--- config.mk ---
export PLATFORM = sky130hd
export DESIGN_NAME = iflag_regs
export DESIGN_NICKNAME = d
export VERILOG_FILES = /design/src/design/iflag_sync.v /design/src/design/iflag_regs.v
export VERILOG_INCLUDE_DIRS = /design/src /design/src/design
export SDC_FILE = /design/constraint.sdc
export NUM_CORES = 1
export LEC_CHECK = 0
export BUFFER_PORTS_ARGS = -buffer_cell sky130_fd_sc_hd__buf_2
export CAP_MARGIN = 20
export CORE_ASPECT_RATIO = 0.5
export CORE_MARGIN = 5
export CORE_UTILIZATION = 49
export CTS_CLUSTER_SIZE = 20
export DETAILED_ROUTE_END_ITERATION = 16
export PLACE_DENSITY = 0.89
export SLEW_MARGIN = 30
export SYNTH_ARGS = -nofsm -noshare
export SYNTH_HDL_FRONTEND = slang
export SYNTH_SLANG_ARGS = --single-unit
--- constraint.sdc ---
create_clock -name aclk -period 1.5 [get_ports aclk]
set_input_delay 0.15 -clock aclk [delete_from_list [all_inputs] [get_ports aclk]]
set_output_delay 0.15 -clock aclk [all_outputs]
set_load 0.01 [all_outputs]
--- src/design/iflag_consts.vh ---
// Register offsets, field positions, reset values and masks of the interrupt flag block.
`ifndef IFLAG_CONSTS_VH
`define IFLAG_CONSTS_VH
`define IFLAG_OFF_GROUP1      4'h0
`define IFLAG_OFF_GROUP2      4'h4
`define IFLAG_OFF_MASK1       4'h8
`define IFLAG_OFF_MASK2       4'hc
`define IFLAG_BIT_SLAVE       0
`define IFLAG_BIT_MASTER      1
`define IFLAG_BIT_COMP        2
`define IFLAG_BIT_CHANGE      3
`define IFLAG_BIT_EXT1        4
`define IFLAG_BIT_EXT2        13
`define IFLAG_BIT_TIMER5      12
`define IFLAG_BIT_TIMER4      11
`define IFLAG_BIT_CAPT3       5
`define IFLAG_IMPL_GROUP1     16'h381f
`define IFLAG_IMPL_GROUP2     16'h0020
`define IFLAG_RST_FLAGS       16'h0000
`define IFLAG_RST_MASK        16'h0000
`define IFLAG_RESP_OKAY       2'b00
`define IFLAG_RESP_SLVERR     2'b10
`endif

--- src/design/iflag_sync.v ---
// Two-stage synchroniser for a vector of request inputs.
`timescale 1ns/1ps
module iflag_sync
#(
  parameter WIDTH = 8
)
(
  input  wire             aclk,
  input  wire             aresetn,
  input  wire [WIDTH-1:0] async_in,
  output reg  [WIDTH-1:0] sync_out
);
  reg [WIDTH-1:0] meta_q;

  always @(posedge aclk)
  begin
    if (!aresetn)
    begin
      meta_q   <= {WIDTH{1'b0}};
      sync_out <= {WIDTH{1'b0}};
    end
    else
    begin
      meta_q   <= async_in;
      sync_out <= meta_q;
    end
  end
endmodule

--- src/design/iflag_regs.v ---
// Interrupt flag status registers with an AXI4-Lite slave and a masked interrupt output.
// How it works
// - Flag sets on a rising request edge and reads one until software clears it.
// - Every flag clears at reset.
// - Software reads and writes flags, writing zero clears.
// - Group1 bit 4 is external interrupt 1.
// - Group1 bit 3 is change notification.
// - Group1 bit 2 is comparator flag.
// - Group2 bit 5 is capture channel 3.
// - Other group2 bits read zero, ignore writes.
//
// The implementer's own choices: the address map and register access over AXI4-Lite.
`timescale 1ns/1ps
`include "iflag_consts.vh"
module iflag_regs
#(
  parameter HAS_TIMER4 = 1
)
(
  input  wire        aclk,
  input  wire        aresetn,
  input  wire        ext_irq1_req,
  input  wire        change_notify_req,
  input  wire        comparator_req,
  input  wire        i2c_master_event_req,
  input  wire        i2c_slave_event_req,
  input  wire        timer4_req,
  input  wire        timer5_req,
  input  wire        ext_irq2_req,
  input  wire        capture3_req,
  input  wire [3:0]  s_axi_awaddr,
  input  wire [2:0]  s_axi_awprot,
  input  wire        s_axi_awvalid,
  output reg         s_axi_awready,
  input  wire [31:0] s_axi_wdata,
  input  wire [3:0]  s_axi_wstrb,
  input  wire        s_axi_wvalid,
  output reg         s_axi_wready,
  output reg  [1:0]  s_axi_bresp,
  output reg         s_axi_bvalid,
  input  wire        s_axi_bready,
  input  wire [3:0]  s_axi_araddr,
  input  wire [2:0]  s_axi_arprot,
  input  wire        s_axi_arvalid,
  output reg         s_axi_arready,
  output reg  [31:0] s_axi_rdata,
  output reg  [1:0]  s_axi_rresp,
  output reg         s_axi_rvalid,
  input  wire        s_axi_rready,
  output reg         irq
);
  // ***********************************************************
  // Request synchronisation and edge detection.
  // ***********************************************************
  wire [8:0] req_sync;
  reg  [8:0] req_prev_q;
  reg  [15:0] raise1;
  reg  [15:0] raise2;
  wire [8:0] req_rise;

  iflag_sync #(.WIDTH(9)) u_sync
  (
    .aclk     (aclk),
    .aresetn  (aresetn),
    .async_in ({capture3_req, ext_irq2_req, timer5_req, timer4_req, i2c_slave_event_req,
                i2c_master_event_req, comparator_req, change_notify_req, ext_irq1_req}),
    .sync_out (req_sync)
  );

  assign req_rise = req_sync & ~req_prev_q;

  always @(posedge aclk)
  begin
    if (!aresetn)
      req_prev_q <= 9'h000;
    else
      req_prev_q <= req_sync;
  end

  always @*
  begin
    raise1 = 16'h0000;
    raise2 = 16'h0000;
    raise1[`IFLAG_BIT_EXT1]   = req_rise[0];
    raise1[`IFLAG_BIT_CHANGE] = req_rise[1];
    raise1[`IFLAG_BIT_COMP]   = req_rise[2];
    raise1[`IFLAG_BIT_MASTER] = req_rise[3];
    raise1[`IFLAG_BIT_SLAVE]  = req_rise[4];
    raise1[`IFLAG_BIT_TIMER4] = req_rise[5] & (HAS_TIMER4 != 0);
    raise1[`IFLAG_BIT_TIMER5] = req_rise[6];
    raise1[`IFLAG_BIT_EXT2]   = req_rise[7];
    raise2[`IFLAG_BIT_CAPT3]  = req_rise[8];
  end

  // ***********************************************************
  // Address decode helpers.
  // ***********************************************************
  function [1:0] reg_sel;
    input [3:0] addr;
    begin
      reg_sel = addr[3:2];
    end
  endfunction

  wire [15:0] impl1 = HAS_TIMER4 != 0 ? `IFLAG_IMPL_GROUP1 : (`IFLAG_IMPL_GROUP1 & 16'hf7ff);
  wire [15:0] impl2 = `IFLAG_IMPL_GROUP2;

  // ***********************************************************
  // Write channel.
  // ***********************************************************
  reg        aw_have_q;
  reg        w_have_q;
  reg [3:0]  aw_addr_q;
  reg [31:0] w_data_q;
  reg [3:0]  w_strb_q;
  reg [15:0] flags1_q;
  reg [15:0] flags2_q;
  reg [15:0] mask1_q;
  reg [15:0] mask2_q;
  wire       wr_fire = aw_have_q & w_have_q & ~s_axi_bvalid;
  wire [15:0] wbe = {{8{w_strb_q[1]}}, {8{w_strb_q[0]}}};
  wire [15:0] wval = w_data_q[15:0];

  always @(posedge aclk)
  begin
    if (!aresetn)
    begin
      aw_have_q     <= 1'b0;
      w_have_q      <= 1'b0;
      aw_addr_q     <= 4'h0;
      w_data_q      <= 32'h00000000;
      w_strb_q      <= 4'h0;
      s_axi_awready <= 1'b0;
      s_axi_wready  <= 1'b0;
      s_axi_bvalid  <= 1'b0;
      s_axi_bresp   <= `IFLAG_RESP_OKAY;
    end
    else
    begin
      s_axi_awready <= ~aw_have_q & ~s_axi_awready & s_axi_awvalid;
      s_axi_wready  <= ~w_have_q & ~s_axi_wready & s_axi_wvalid;
      if (s_axi_awvalid & s_axi_awready)
      begin
        aw_have_q <= 1'b1;
        aw_addr_q <= s_axi_awaddr;
      end
      if (s_axi_wvalid & s_axi_wready)
      begin
        w_have_q <= 1'b1;
        w_data_q <= s_axi_wdata;
        w_strb_q <= s_axi_wstrb;
      end
      if (wr_fire)
      begin
        aw_have_q    <= 1'b0;
        w_have_q     <= 1'b0;
        s_axi_bvalid <= 1'b1;
        s_axi_bresp  <= `IFLAG_RESP_OKAY;
      end
      else if (s_axi_bvalid & s_axi_bready)
        s_axi_bvalid <= 1'b0;
    end
  end

  // ***********************************************************
  // Flag and mask registers; a new request wins over a clear.
  // ***********************************************************
  wire wr1 = wr_fire & (reg_sel(aw_addr_q) == reg_sel(`IFLAG_OFF_GROUP1));
  wire wr2 = wr_fire & (reg_sel(aw_addr_q) == reg_sel(`IFLAG_OFF_GROUP2));
  wire wm1 = wr_fire & (reg_sel(aw_addr_q) == reg_sel(`IFLAG_OFF_MASK1));
  wire wm2 = wr_fire & (reg_sel(aw_addr_q) == reg_sel(`IFLAG_OFF_MASK2));

  always @(posedge aclk)
  begin
    if (!aresetn)
    begin
      flags1_q <= `IFLAG_RST_FLAGS;
      flags2_q <= `IFLAG_RST_FLAGS;
      mask1_q  <= `IFLAG_RST_MASK;
      mask2_q  <= `IFLAG_RST_MASK;
    end
    else
    begin
      flags1_q <= ((wr1 ? ((flags1_q & ~wbe) | (wval & wbe)) : flags1_q) | raise1) & impl1;
      flags2_q <= ((wr2 ? ((flags2_q & ~wbe) | (wval & wbe)) : flags2_q) | raise2) & impl2;
      if (wm1)
        mask1_q <= ((mask1_q & ~wbe) | (wval & wbe)) & impl1;
      if (wm2)
        mask2_q <= ((mask2_q & ~wbe) | (wval & wbe)) & impl2;
    end
  end

  // ***********************************************************
  // Read channel.
  // ***********************************************************
  reg [15:0] rd_mux;

  always @*
  begin
    case (reg_sel(s_axi_araddr))
      2'd0:    rd_mux = flags1_q;
      2'd1:    rd_mux = flags2_q & impl2;
      2'd2:    rd_mux = mask1_q;
      default: rd_mux = mask2_q;
    endcase
  end

  always @(posedge aclk)
  begin
    if (!aresetn)
    begin
      s_axi_arready <= 1'b0;
      s_axi_rvalid  <= 1'b0;
      s_axi_rdata   <= 32'h00000000;
      s_axi_rresp   <= `IFLAG_RESP_OKAY;
    end
    else
    begin
      s_axi_arready <= ~s_axi_arready & ~s_axi_rvalid & s_axi_arvalid;
      if (s_axi_arvalid & s_axi_arready)
      begin
        s_axi_rvalid <= 1'b1;
        s_axi_rdata  <= {16'h0000, rd_mux};
        s_axi_rresp  <= `IFLAG_RESP_OKAY;
      end
      else if (s_axi_rvalid & s_axi_rready)
        s_axi_rvalid <= 1'b0;
    end
  end

  // ***********************************************************
  // Interrupt output.
  // ***********************************************************
  always @(posedge aclk)
  begin
    if (!aresetn)
      irq <= 1'b0;
    else
      irq <= |(flags1_q & mask1_q) | |(flags2_q & mask2_q);
  end
endmodule

==> impl_metrics.ini, run 1 <==
[clock_network]
cts_tree = built
ctsRootBufferMaster = clkbuf_16
cts_buffer_depth = 2
cts_setup_buffers = 0
cts.htree.levels = 3
hold_buffers = 0
cts.clk_slew.worst_paths_ns = 0.06
clkSinkCount = 75
clk_latency_ns = 0.33
numCtsBuffers = 9

[route]
routed_wl_um = 6190
first_iter_violations = 127
antenna_left = 0
routedWlPerCell_um = 14.2
viasPerCell = 5.24
via_count = 2285
first_pass_iters = 4
route.detailed.drc = 0

[logic_synthesis]
synth_mux_area_share_pct = 3.10
syn_area_per_cell_um2 = 9.32
ys_seq_area_share_pct = 51.0
synth_compound_area_share_pct = 15.0
synth_edf_count = 0
synthCells = 316
synth_xor_xnor_area_share_pct = 0
yosysWarnings = 0
synth_top_area_cell = dfxtp_1
synth_seq_cells = 75
synth_fa_ha_area_share_pct = 0
synth_area_mm2 = 0.00295
yosys.area_share.simple_pct = 20.0
yosys.area.top_type_share_pct = 51.0
synth_ff_type = dfxtp_1
synthArstFlopShare_pct = 0
yosys-top-cells-area = dfxtp_1 51%, buf_4 7.4%, and2_1 5.9%
synth_top_family_by_area = simple AND/OR/NAND/NOR gates
ys_types = 36

[finish]
fin_util_pct = 60.6
mostFrequentLayoutCell = dfxtp_1
layout_common_cells = 75 x dfxtp_1, 45 x buf_2, 33 x nand2_1, 33 x a21oi_1, 28 x and2_1
drive_above_1_share_pct = 19.0
multiInputGateArea_mm2 = 0.00123
layout.nets = 424
antenna_cells = 0
syn_to_final_growth_pct = 16.4
regArea_mm2 = 0.00150
fillers = 454

[global_route]
grt_max_degree = 46
grt_pass1_vias = 2116
grt_pass1_wl_um = 10000
track_usage_pct = 16.3
grt_overflow = 0
antenna_found_initial = 0

[timing]
fin_ws_ns = 0.103
setup_violations = 0
setup_tns_ns = 0
finalCritPeriodShare_pct = 93.1
clock.fmax_mhz = 716
hold_slack_ns = 0.0263
finClkSkew_ns = 0.00340
min_period_ns = 1.40
rsz0062_at_grt = false
drv_slew = 0
hold_viol_final = 0

[min_path]
hold_start = ext_irq1_req
hold_path.class = in -> reg

[place]
dp_slack_ns = 0.129
hpwl_um = 4140
port_buffers = 45
gp_congestion = 0.815

[status]
status = completed

[power]
power.leakage_nw = 1.37
vdd_drop_max_uv = 744
power_density_mw_per_mm2 = 1320

[floorplan]
die_y_um = 64.8
num_rows = 19
die-area_mm2 = 0.00776
core_region_area_mm2 = 0.00566
die_width_um = 120
pin_count = 108
start_util_pct = 52.1

[critical_path]
worstPathCellList = and4bb_2 -> a32oi_1 -> a21oi_1
max_stage_delay_ns = 0.48
cp.required_ns = 1.71
crit_path_end_kind = register
critPathBufInv = 0
crit_arrival_ns = 1.60
startpoint_type = register
startpoint = s_axi_bvalid$_SDFFE_PN0P_
crit_family = flip-flops
crit_slowest_cell = dfxtp_1
crit_fanout = 10
r2r-start = s_axi_bvalid$_SDFFE_PN0P_
path_class = reg -> reg

[job]
cap_violations = 0
## power by group
| part | leakage [nW] | switching [W] | internal [W] |
|---|---|---|---|
| clock | 0.146 | 0.000828 | 0.00135 |
| combinational | 0.615 | 0.000145 | 0.0000985 |
| sequential | 0.612 | 0.0000433 | 0.00206 |
| total | 1.37 | 0.00102 | 0.00350 |
## Yosys cell counts, types with 6 or more instances
| library cell | instances |
|---|---|
| nand4_1 | 10 |
| a32oi_1 | 6 |
| nor2_1 | 8 |
| dfxtp_1 | 75 |
| a21oi_1 | 33 |
| o21ai_1 | 9 |
| buf_4 | 29 |
| inv_1 | 7 |
| nand2_1 | 33 |
| o21ai_0 | 10 |
| nand2b_1 | 8 |
| clkbuf_1 | 9 |
| a2bb2oi_1 | 8 |
| mux2i_1 | 8 |
| and2_1 | 28 |
## worst paths after layout
kind                                    to  slack, ns  depth (start not counted)
max                 flags1_q[0]$_SDFF_PN0_       0.10                          3
min            u_sync.meta_q[0]$_SDFF_PN0_       0.03                          2
max reg2reg         flags1_q[0]$_SDFF_PN0_       0.10                          3
min reg2reg  u_sync.sync_out[4]$_SDFF_PN0_       0.43                          1
## through the flow
stage          area, um^2  power, W  instances
3_5_place_dp         3120   0.00238        420
2_1_floorplan        3040   0.00234        342
3_3_place_gp         3120   0.00237        420
5_1_grt              3430   0.00467        436
6_report             3430   0.00452        436
4_1_cts              3430   0.00454        436
## cells by family after synthesis
group                  after synthesis
multiplexers                         9
buffers and inverters               52
flip-flops                          75
AO/OA/AOI/OAI                       74
AND/OR/NAND/NOR                    105
other                                1
## metal layers
layer | GRT usage [%] | vias to the layer above | wire [um]
li1 | - | 1130 | -
met1 | 20.1 | 1039 | 2770
met2 | 25.4 | 103 | 2670
met3 | 6.69 | 13 | 617
met4 | 7.13 | 0 | 134
met5 | 0 | - | 0
## cell type report
class	instances	share of cell area [%]
clock inverters	6	2.08
well taps	73	2.66
flip-flops and latches	75	43.8
multi-input cells	215	35.8
repair buffers	49	7.80
inverters	8	0.875
clock buffers	10	6.97
## timing repair
action / 4_1_cts / 5_1_grt
setup endpoints to repair: 0 / 7
gates resized for setup: 0 / 2
endpoints found under the hold margin: 0 / 0
Power figures use the tool's default switching activity.
==> inputs of run 2 (changes only) <==
- CORE_UTILIZATION: 49 -> 52
- PLACE_DENSITY: 0.89 -> 0.87
- clock period: 1.5 -> 1.8 ns (I/O delays scaled with it)
==> run 2 against run 1 <==
Effect of this change:
- via count is 0.18% higher
- first-iteration DRC count is 44% higher
- clock power is 12% lower
- design area is 0.26% lower
- sequential share of layout area is 0.11 points higher
- worst setup slack better by 0.24 ns
- critical endpoint is now flags1_q[3]$_SDFF_PN0_
- sequential power is 17% lower
- register-to-register slack better by 0.24 ns
- fmax is 4.2% lower
- largest cell class unchanged
- hold slack better by 0.027 ns
- largest power group unchanged
==> impl_metrics.ini, run 2 (synthesis results as in run 1) <==
[clock_network]
ctsRootBufferMaster = clkbuf_16
cts.htree.levels = 3
numCtsBuffers = 9
clkSinkCount = 75
hold_buffers = 0
cts_tree = built
cts.clk_slew.worst_paths_ns = 0.06
cts_setup_buffers = 0
clk_latency_ns = 0.33
cts-resized-gates = 0
cts_buffer_depth = 2

[floorplan]
die-area_mm2 = 0.00736
die_y_um = 63.2
core_region_area_mm2 = 0.00549
start_util_pct = 53.7
die_width_um = 116
num_rows = 19
pin_count = 108

[global_route]
antenna_found_initial = 0
track_usage_pct = 17.3
grt_max_degree = 46
grt_overflow = 0
grt_pass1_vias = 2116
grt_pass1_wl_um = 9890

[finish]
layout_common_cells = 75 x dfxtp_1, 45 x buf_2, 33 x nand2_1, 33 x a21oi_1, 28 x and2_1
antenna_cells = 0
mostFrequentLayoutCell = dfxtp_1
fin_util_pct = 62.3
fillers = 439
multiInputGateArea_mm2 = 0.00122
syn_to_final_growth_pct = 16.1
regArea_mm2 = 0.00150
layout.nets = 423
drive_above_1_share_pct = 18.2

[place]
gp_congestion = 0.844
hpwl_um = 4220
port_buffers = 45

[critical_path]
crit_path_end_kind = register
crit_slowest_cell = dfxtp_1
reg2reg_to = flags1_q[3]$_SDFF_PN0_
startpoint_type = register
regToRegSetupSlack_ns = 0.34
max_stage_delay_ns = 0.48
cp.required_ns = 1.98
worstPathCellList = nand4bb_1 -> o21ai_0 -> a21oi_1
ff2ff_path_depth = 3
crit_arrival_ns = 1.63
r2r-start = aw_have_q$_SDFFE_PP0P_
crit_fanout = 10
path_class = reg -> reg

[route]
via_count = 2289
first_iter_violations = 183
antenna_left = 0
route.detailed.drc = 0
viasPerCell = 5.26
first_pass_iters = 5
routedWlPerCell_um = 13.9
routed_wl_um = 6030

[timing]
min_period_ns = 1.46
clock.fmax_mhz = 686
rsz0062_at_grt = false
hold_viol_final = 0
setup_violations = 0
drv_slew = 0
setup_tns_ns = 0
tightest_slew_ns = 0.726
finalCritPeriodShare_pct = 81.0
maxSlewHeadroom_pct = 51.5
finClkSkew_ns = 0.00482

[min_path]
hold_path.class = in -> reg
hold_start = timer4_req
hold_depth = 2
whs_endpoint = u_sync.meta_q[5]$_SDFF_PN0_

[status]
status = completed

[power]
power.leakage_nw = 1.37
vdd_drop_max_uv = 635
power_density_mw_per_mm2 = 1130

[job]
cap_violations = 0
[run 2: changes by cell type in the layout (fill, tap and decap cells not counted), sizes merged]
cell / change
buf: -1
bufinv: +1
clkbuf: -1
clkinv: +2
inv: -2
[run 2: stage by stage]
step | cells | setup WS (ns) | hold slack [ns] | power (W) | area (um^2)
2_1_floorplan | 342 | 0.638 | 0.298 | 0.00195 | 3040
3_3_place_gp | 419 | 0.514 | 0.391 | 0.00196 | 3100
3_5_place_dp | 419 | 0.425 | 0.389 | 0.00197 | 3100
4_1_cts | 435 | 0.349 | 0.0458 | 0.00387 | 3420
5_1_grt | 435 | 0.206 | 0.0496 | 0.00399 | 3420
6_report | 435 | 0.342 | 0.0531 | 0.00385 | 3420
[run 2: how the worst max path moves through the flow]
stage               slack, ns                endpoint  cells past startpoint                      start
detailed placement       0.43                register                      3     aw_have_q$_SDFFE_PP0P_
floorplan                0.64  flags1_q[0]$_SDFF_PN0_                      4  s_axi_bvalid$_SDFFE_PN0P_
global placement         0.51  flags1_q[1]$_SDFF_PN0_                      3  s_axi_bvalid$_SDFFE_PN0P_
global route             0.21  flags1_q[4]$_SDFF_PN0_                      3     aw_have_q$_SDFFE_PP0P_
CTS                      0.35  flags1_q[3]$_SDFF_PN0_                      3     aw_have_q$_SDFFE_PP0P_
finish                   0.34  flags1_q[3]$_SDFF_PN0_                      3     aw_have_q$_SDFFE_PP0P_
[run 2: critical path, delay by kind of cell (launching register included)]
| kind | cells | cell delay [ns] |
|---|---|---|
| AOI/OAI and AO/OA | 2 | 0.43 |
| and+or+nand+nor | 1 | 0.39 |
| DFF | 1 | 0.48 |
[run 2: layer usage]
layer  up-vias  track usage, %  share of wire (%)
li1       1126               -                  -
met1      1046            21.1                 43
met2       105            27.2                 45
met3        12            6.79                 10
met4         0            7.09                1.7
met5         -               0                  0
[run 2: report_power, final]
| part | leakage [nW] | internal (W) | switching (W) |
|---|---|---|---|
| Combinational | 0.608 | 0.0000773 | 0.000116 |
| Sequential | 0.612 | 0.00171 | 0.0000375 |
| Clock | 0.152 | 0.00122 | 0.000690 |
[run 2: cell type report]
| cell class | count | share of cell area, % |
|---|---|---|
| clock inverters | 7 | 2.96 |
| inverters | 8 | 0.878 |
| well taps | 73 | 2.67 |
| multi-input cells | 215 | 35.8 |
| repair buffers | 48 | 7.24 |
| flip-flops and latches | 75 | 43.9 |
| clock buffers | 9 | 6.58 |
==> inputs of run 3 (changes only) <==
- CORE_UTILIZATION: 52 -> 49
- PLACE_DENSITY: 0.87 -> 0.83
- clock period: 1.8 -> 1.4 ns (I/O delays scaled with it)
==> run 3 against run 2 <==
Effect of this change:
- worst setup slack worse by 0.28 ns
- largest cell class unchanged
- combinational power increased by 37%
- core utilization is 1.6 points lower
- largest power group unchanged
==> impl_metrics.ini, run 3 (synthesis results as in run 1) <==
[status]
status = completed

[critical_path]
startpoint = aw_addr_q[2]$_SDFFE_PN0P_
ff2ff_path_depth = 3
critPathBufInv = 0
max_stage_delay_ns = 0.41
regToRegSetupSlack_ns = 0.06
crit_path_end_kind = register
reg2reg_to = flags1_q[0]$_SDFF_PN0_
path_class = reg -> reg
crit_arrival_ns = 1.54
startpoint_type = register
r2r-start = aw_addr_q[2]$_SDFFE_PN0P_
cp.required_ns = 1.61
crit_family = compound AO/OA/AOI/OAI gates
crit_fanout = 10
worstPathCellList = and4bb_2 -> a32oi_1 -> a21oi_1
crit_slowest_cell = dfxtp_1

[route]
wl_met1_um = 2770
first_pass_iters = 5
antenna_left = 0
wl_met2_um = 2860
viasPerCell = 5.39
via_count = 2362
first_iter_violations = 223
route.detailed.drc = 0
routedWlPerCell_um = 14.3
topRoutingLayerUsed = met4
routed_wl_um = 6280
wl_met3_um = 574

[timing]
finalCritPeriodShare_pct = 95.4
hold_viol_final = 0
min_period_ns = 1.34
setup_tns_ns = 0
hold_slack_ns = 0.00987
clock.fmax_mhz = 749
finClkSkew_ns = 0.00309
rsz0062_at_grt = false
drv_slew = 0
setup_violations = 0

[power]
power_density_mw_per_mm2 = 1400
netSwitchingFraction_pct = 22.8
seq_power_share_pct = 47.0
clkPwrFrac_pct = 47.5
combPwrFrac_pct = 5.5
p_switching_w = 0.00109
power.leakage_nw = 1.38
intPower_w = 0.00370
vdd_drop_max_uv = 618

[floorplan]
die_y_um = 64.8
pin_count = 108
num_rows = 19
die_width_um = 120
die-area_mm2 = 0.00776
core_region_area_mm2 = 0.00566
start_util_pct = 52.1

[finish]
fillers = 473
multiInputGateArea_mm2 = 0.00122
fin_util_pct = 60.7
regArea_mm2 = 0.00150
final_cells = 438
layout_common_cells = 75 x dfxtp_1, 45 x buf_2, 33 x nand2_1, 33 x a21oi_1, 28 x and2_1
mostFrequentLayoutCell = dfxtp_1
drive_above_1_share_pct = 19.2
syn_to_final_growth_pct = 16.5
antenna_cells = 0
layout.nets = 426

[clock_network]
cts-resized-gates = 0
cts_buffer_depth = 2
cts.htree.levels = 3
ctsRootBufferMaster = clkbuf_16
cts.clk_slew.worst_paths_ns = 0.06
clkSinkCount = 75
numCtsBuffers = 9
cts_setup_buffers = 0
clk_latency_ns = 0.33
cts_tree = built
hold_buffers = 0

[place]
placedCellCount = 422
hpwl_um = 4480
port_buffers = 45
gp_congestion = 0.900

[global_route]
grt_pass1_wl_um = 10400
grt_overflow = 0
grt_pass1_vias = 2203
antenna_found_initial = 0
grt_max_degree = 33
track_usage_pct = 17.0

[min_path]
hold_start = ext_irq2_req
hold_path.class = in -> reg
whs_endpoint = u_sync.meta_q[7]$_SDFF_PN0_
hold_depth = 2

[job]
cap_violations = 0
run 3: worst max-delay path by stage:
stage | to | slack [ns] | cells after the start
after floorplan | flags1_q[0]$_SDFF_PN0_ | 0.24 | 4
after global placement | flags1_q[1]$_SDFF_PN0_ | 0.15 | 3
after detailed placement | flags1_q[1]$_SDFF_PN0_ | 0.04 | 3
after CTS | flags1_q[1]$_SDFF_PN0_ | 0.03 | 3
after global routing | flags1_q[3]$_SDFF_PN0_ | 0.001 | 3
final | flags1_q[0]$_SDFF_PN0_ | 0.06 | 3
run 3: area by class of cell:
type / instances / area share (%)
repair buffers: 51 / 8.24
clock buffers: 9 / 6.56
clock inverters: 7 / 2.26
multi-input cells: 215 / 35.7
flip-flops and latches: 75 / 43.7
inverters: 8 / 0.875
well taps: 73 / 2.66
run 3: power groups by stage:
stage | combinational [W] | sequential, W | clock (W)
final | 0.000265 | 0.00225 | 0.00228
after global routing | 0.000292 | 0.00226 | 0.00242
after CTS | 0.000261 | 0.00225 | 0.00232
after detailed placement | 0.000258 | 0.00229 | 0
after global placement | 0.000247 | 0.00229 | 0
after floorplan | 0.000229 | 0.00228 | 0
run 3: metrics by stage:
stage	area, um^2	setup slack, ns	total power [W]
after floorplan	3040	0.238	0.00251
after global placement	3130	0.148	0.00254
after detailed placement	3130	0.0373	0.00255
after CTS	3430	0.0286	0.00483
after global routing	3430	0.00113	0.00497
final	3430	0.0645	0.00479
run 3: routing by layer:
layer	up-vias	GRT usage (%)
met3	14	5.65
li1	1130	-
met1	1102	20.5
met2	116	27.6
met4	0	8.42
met5	-	0
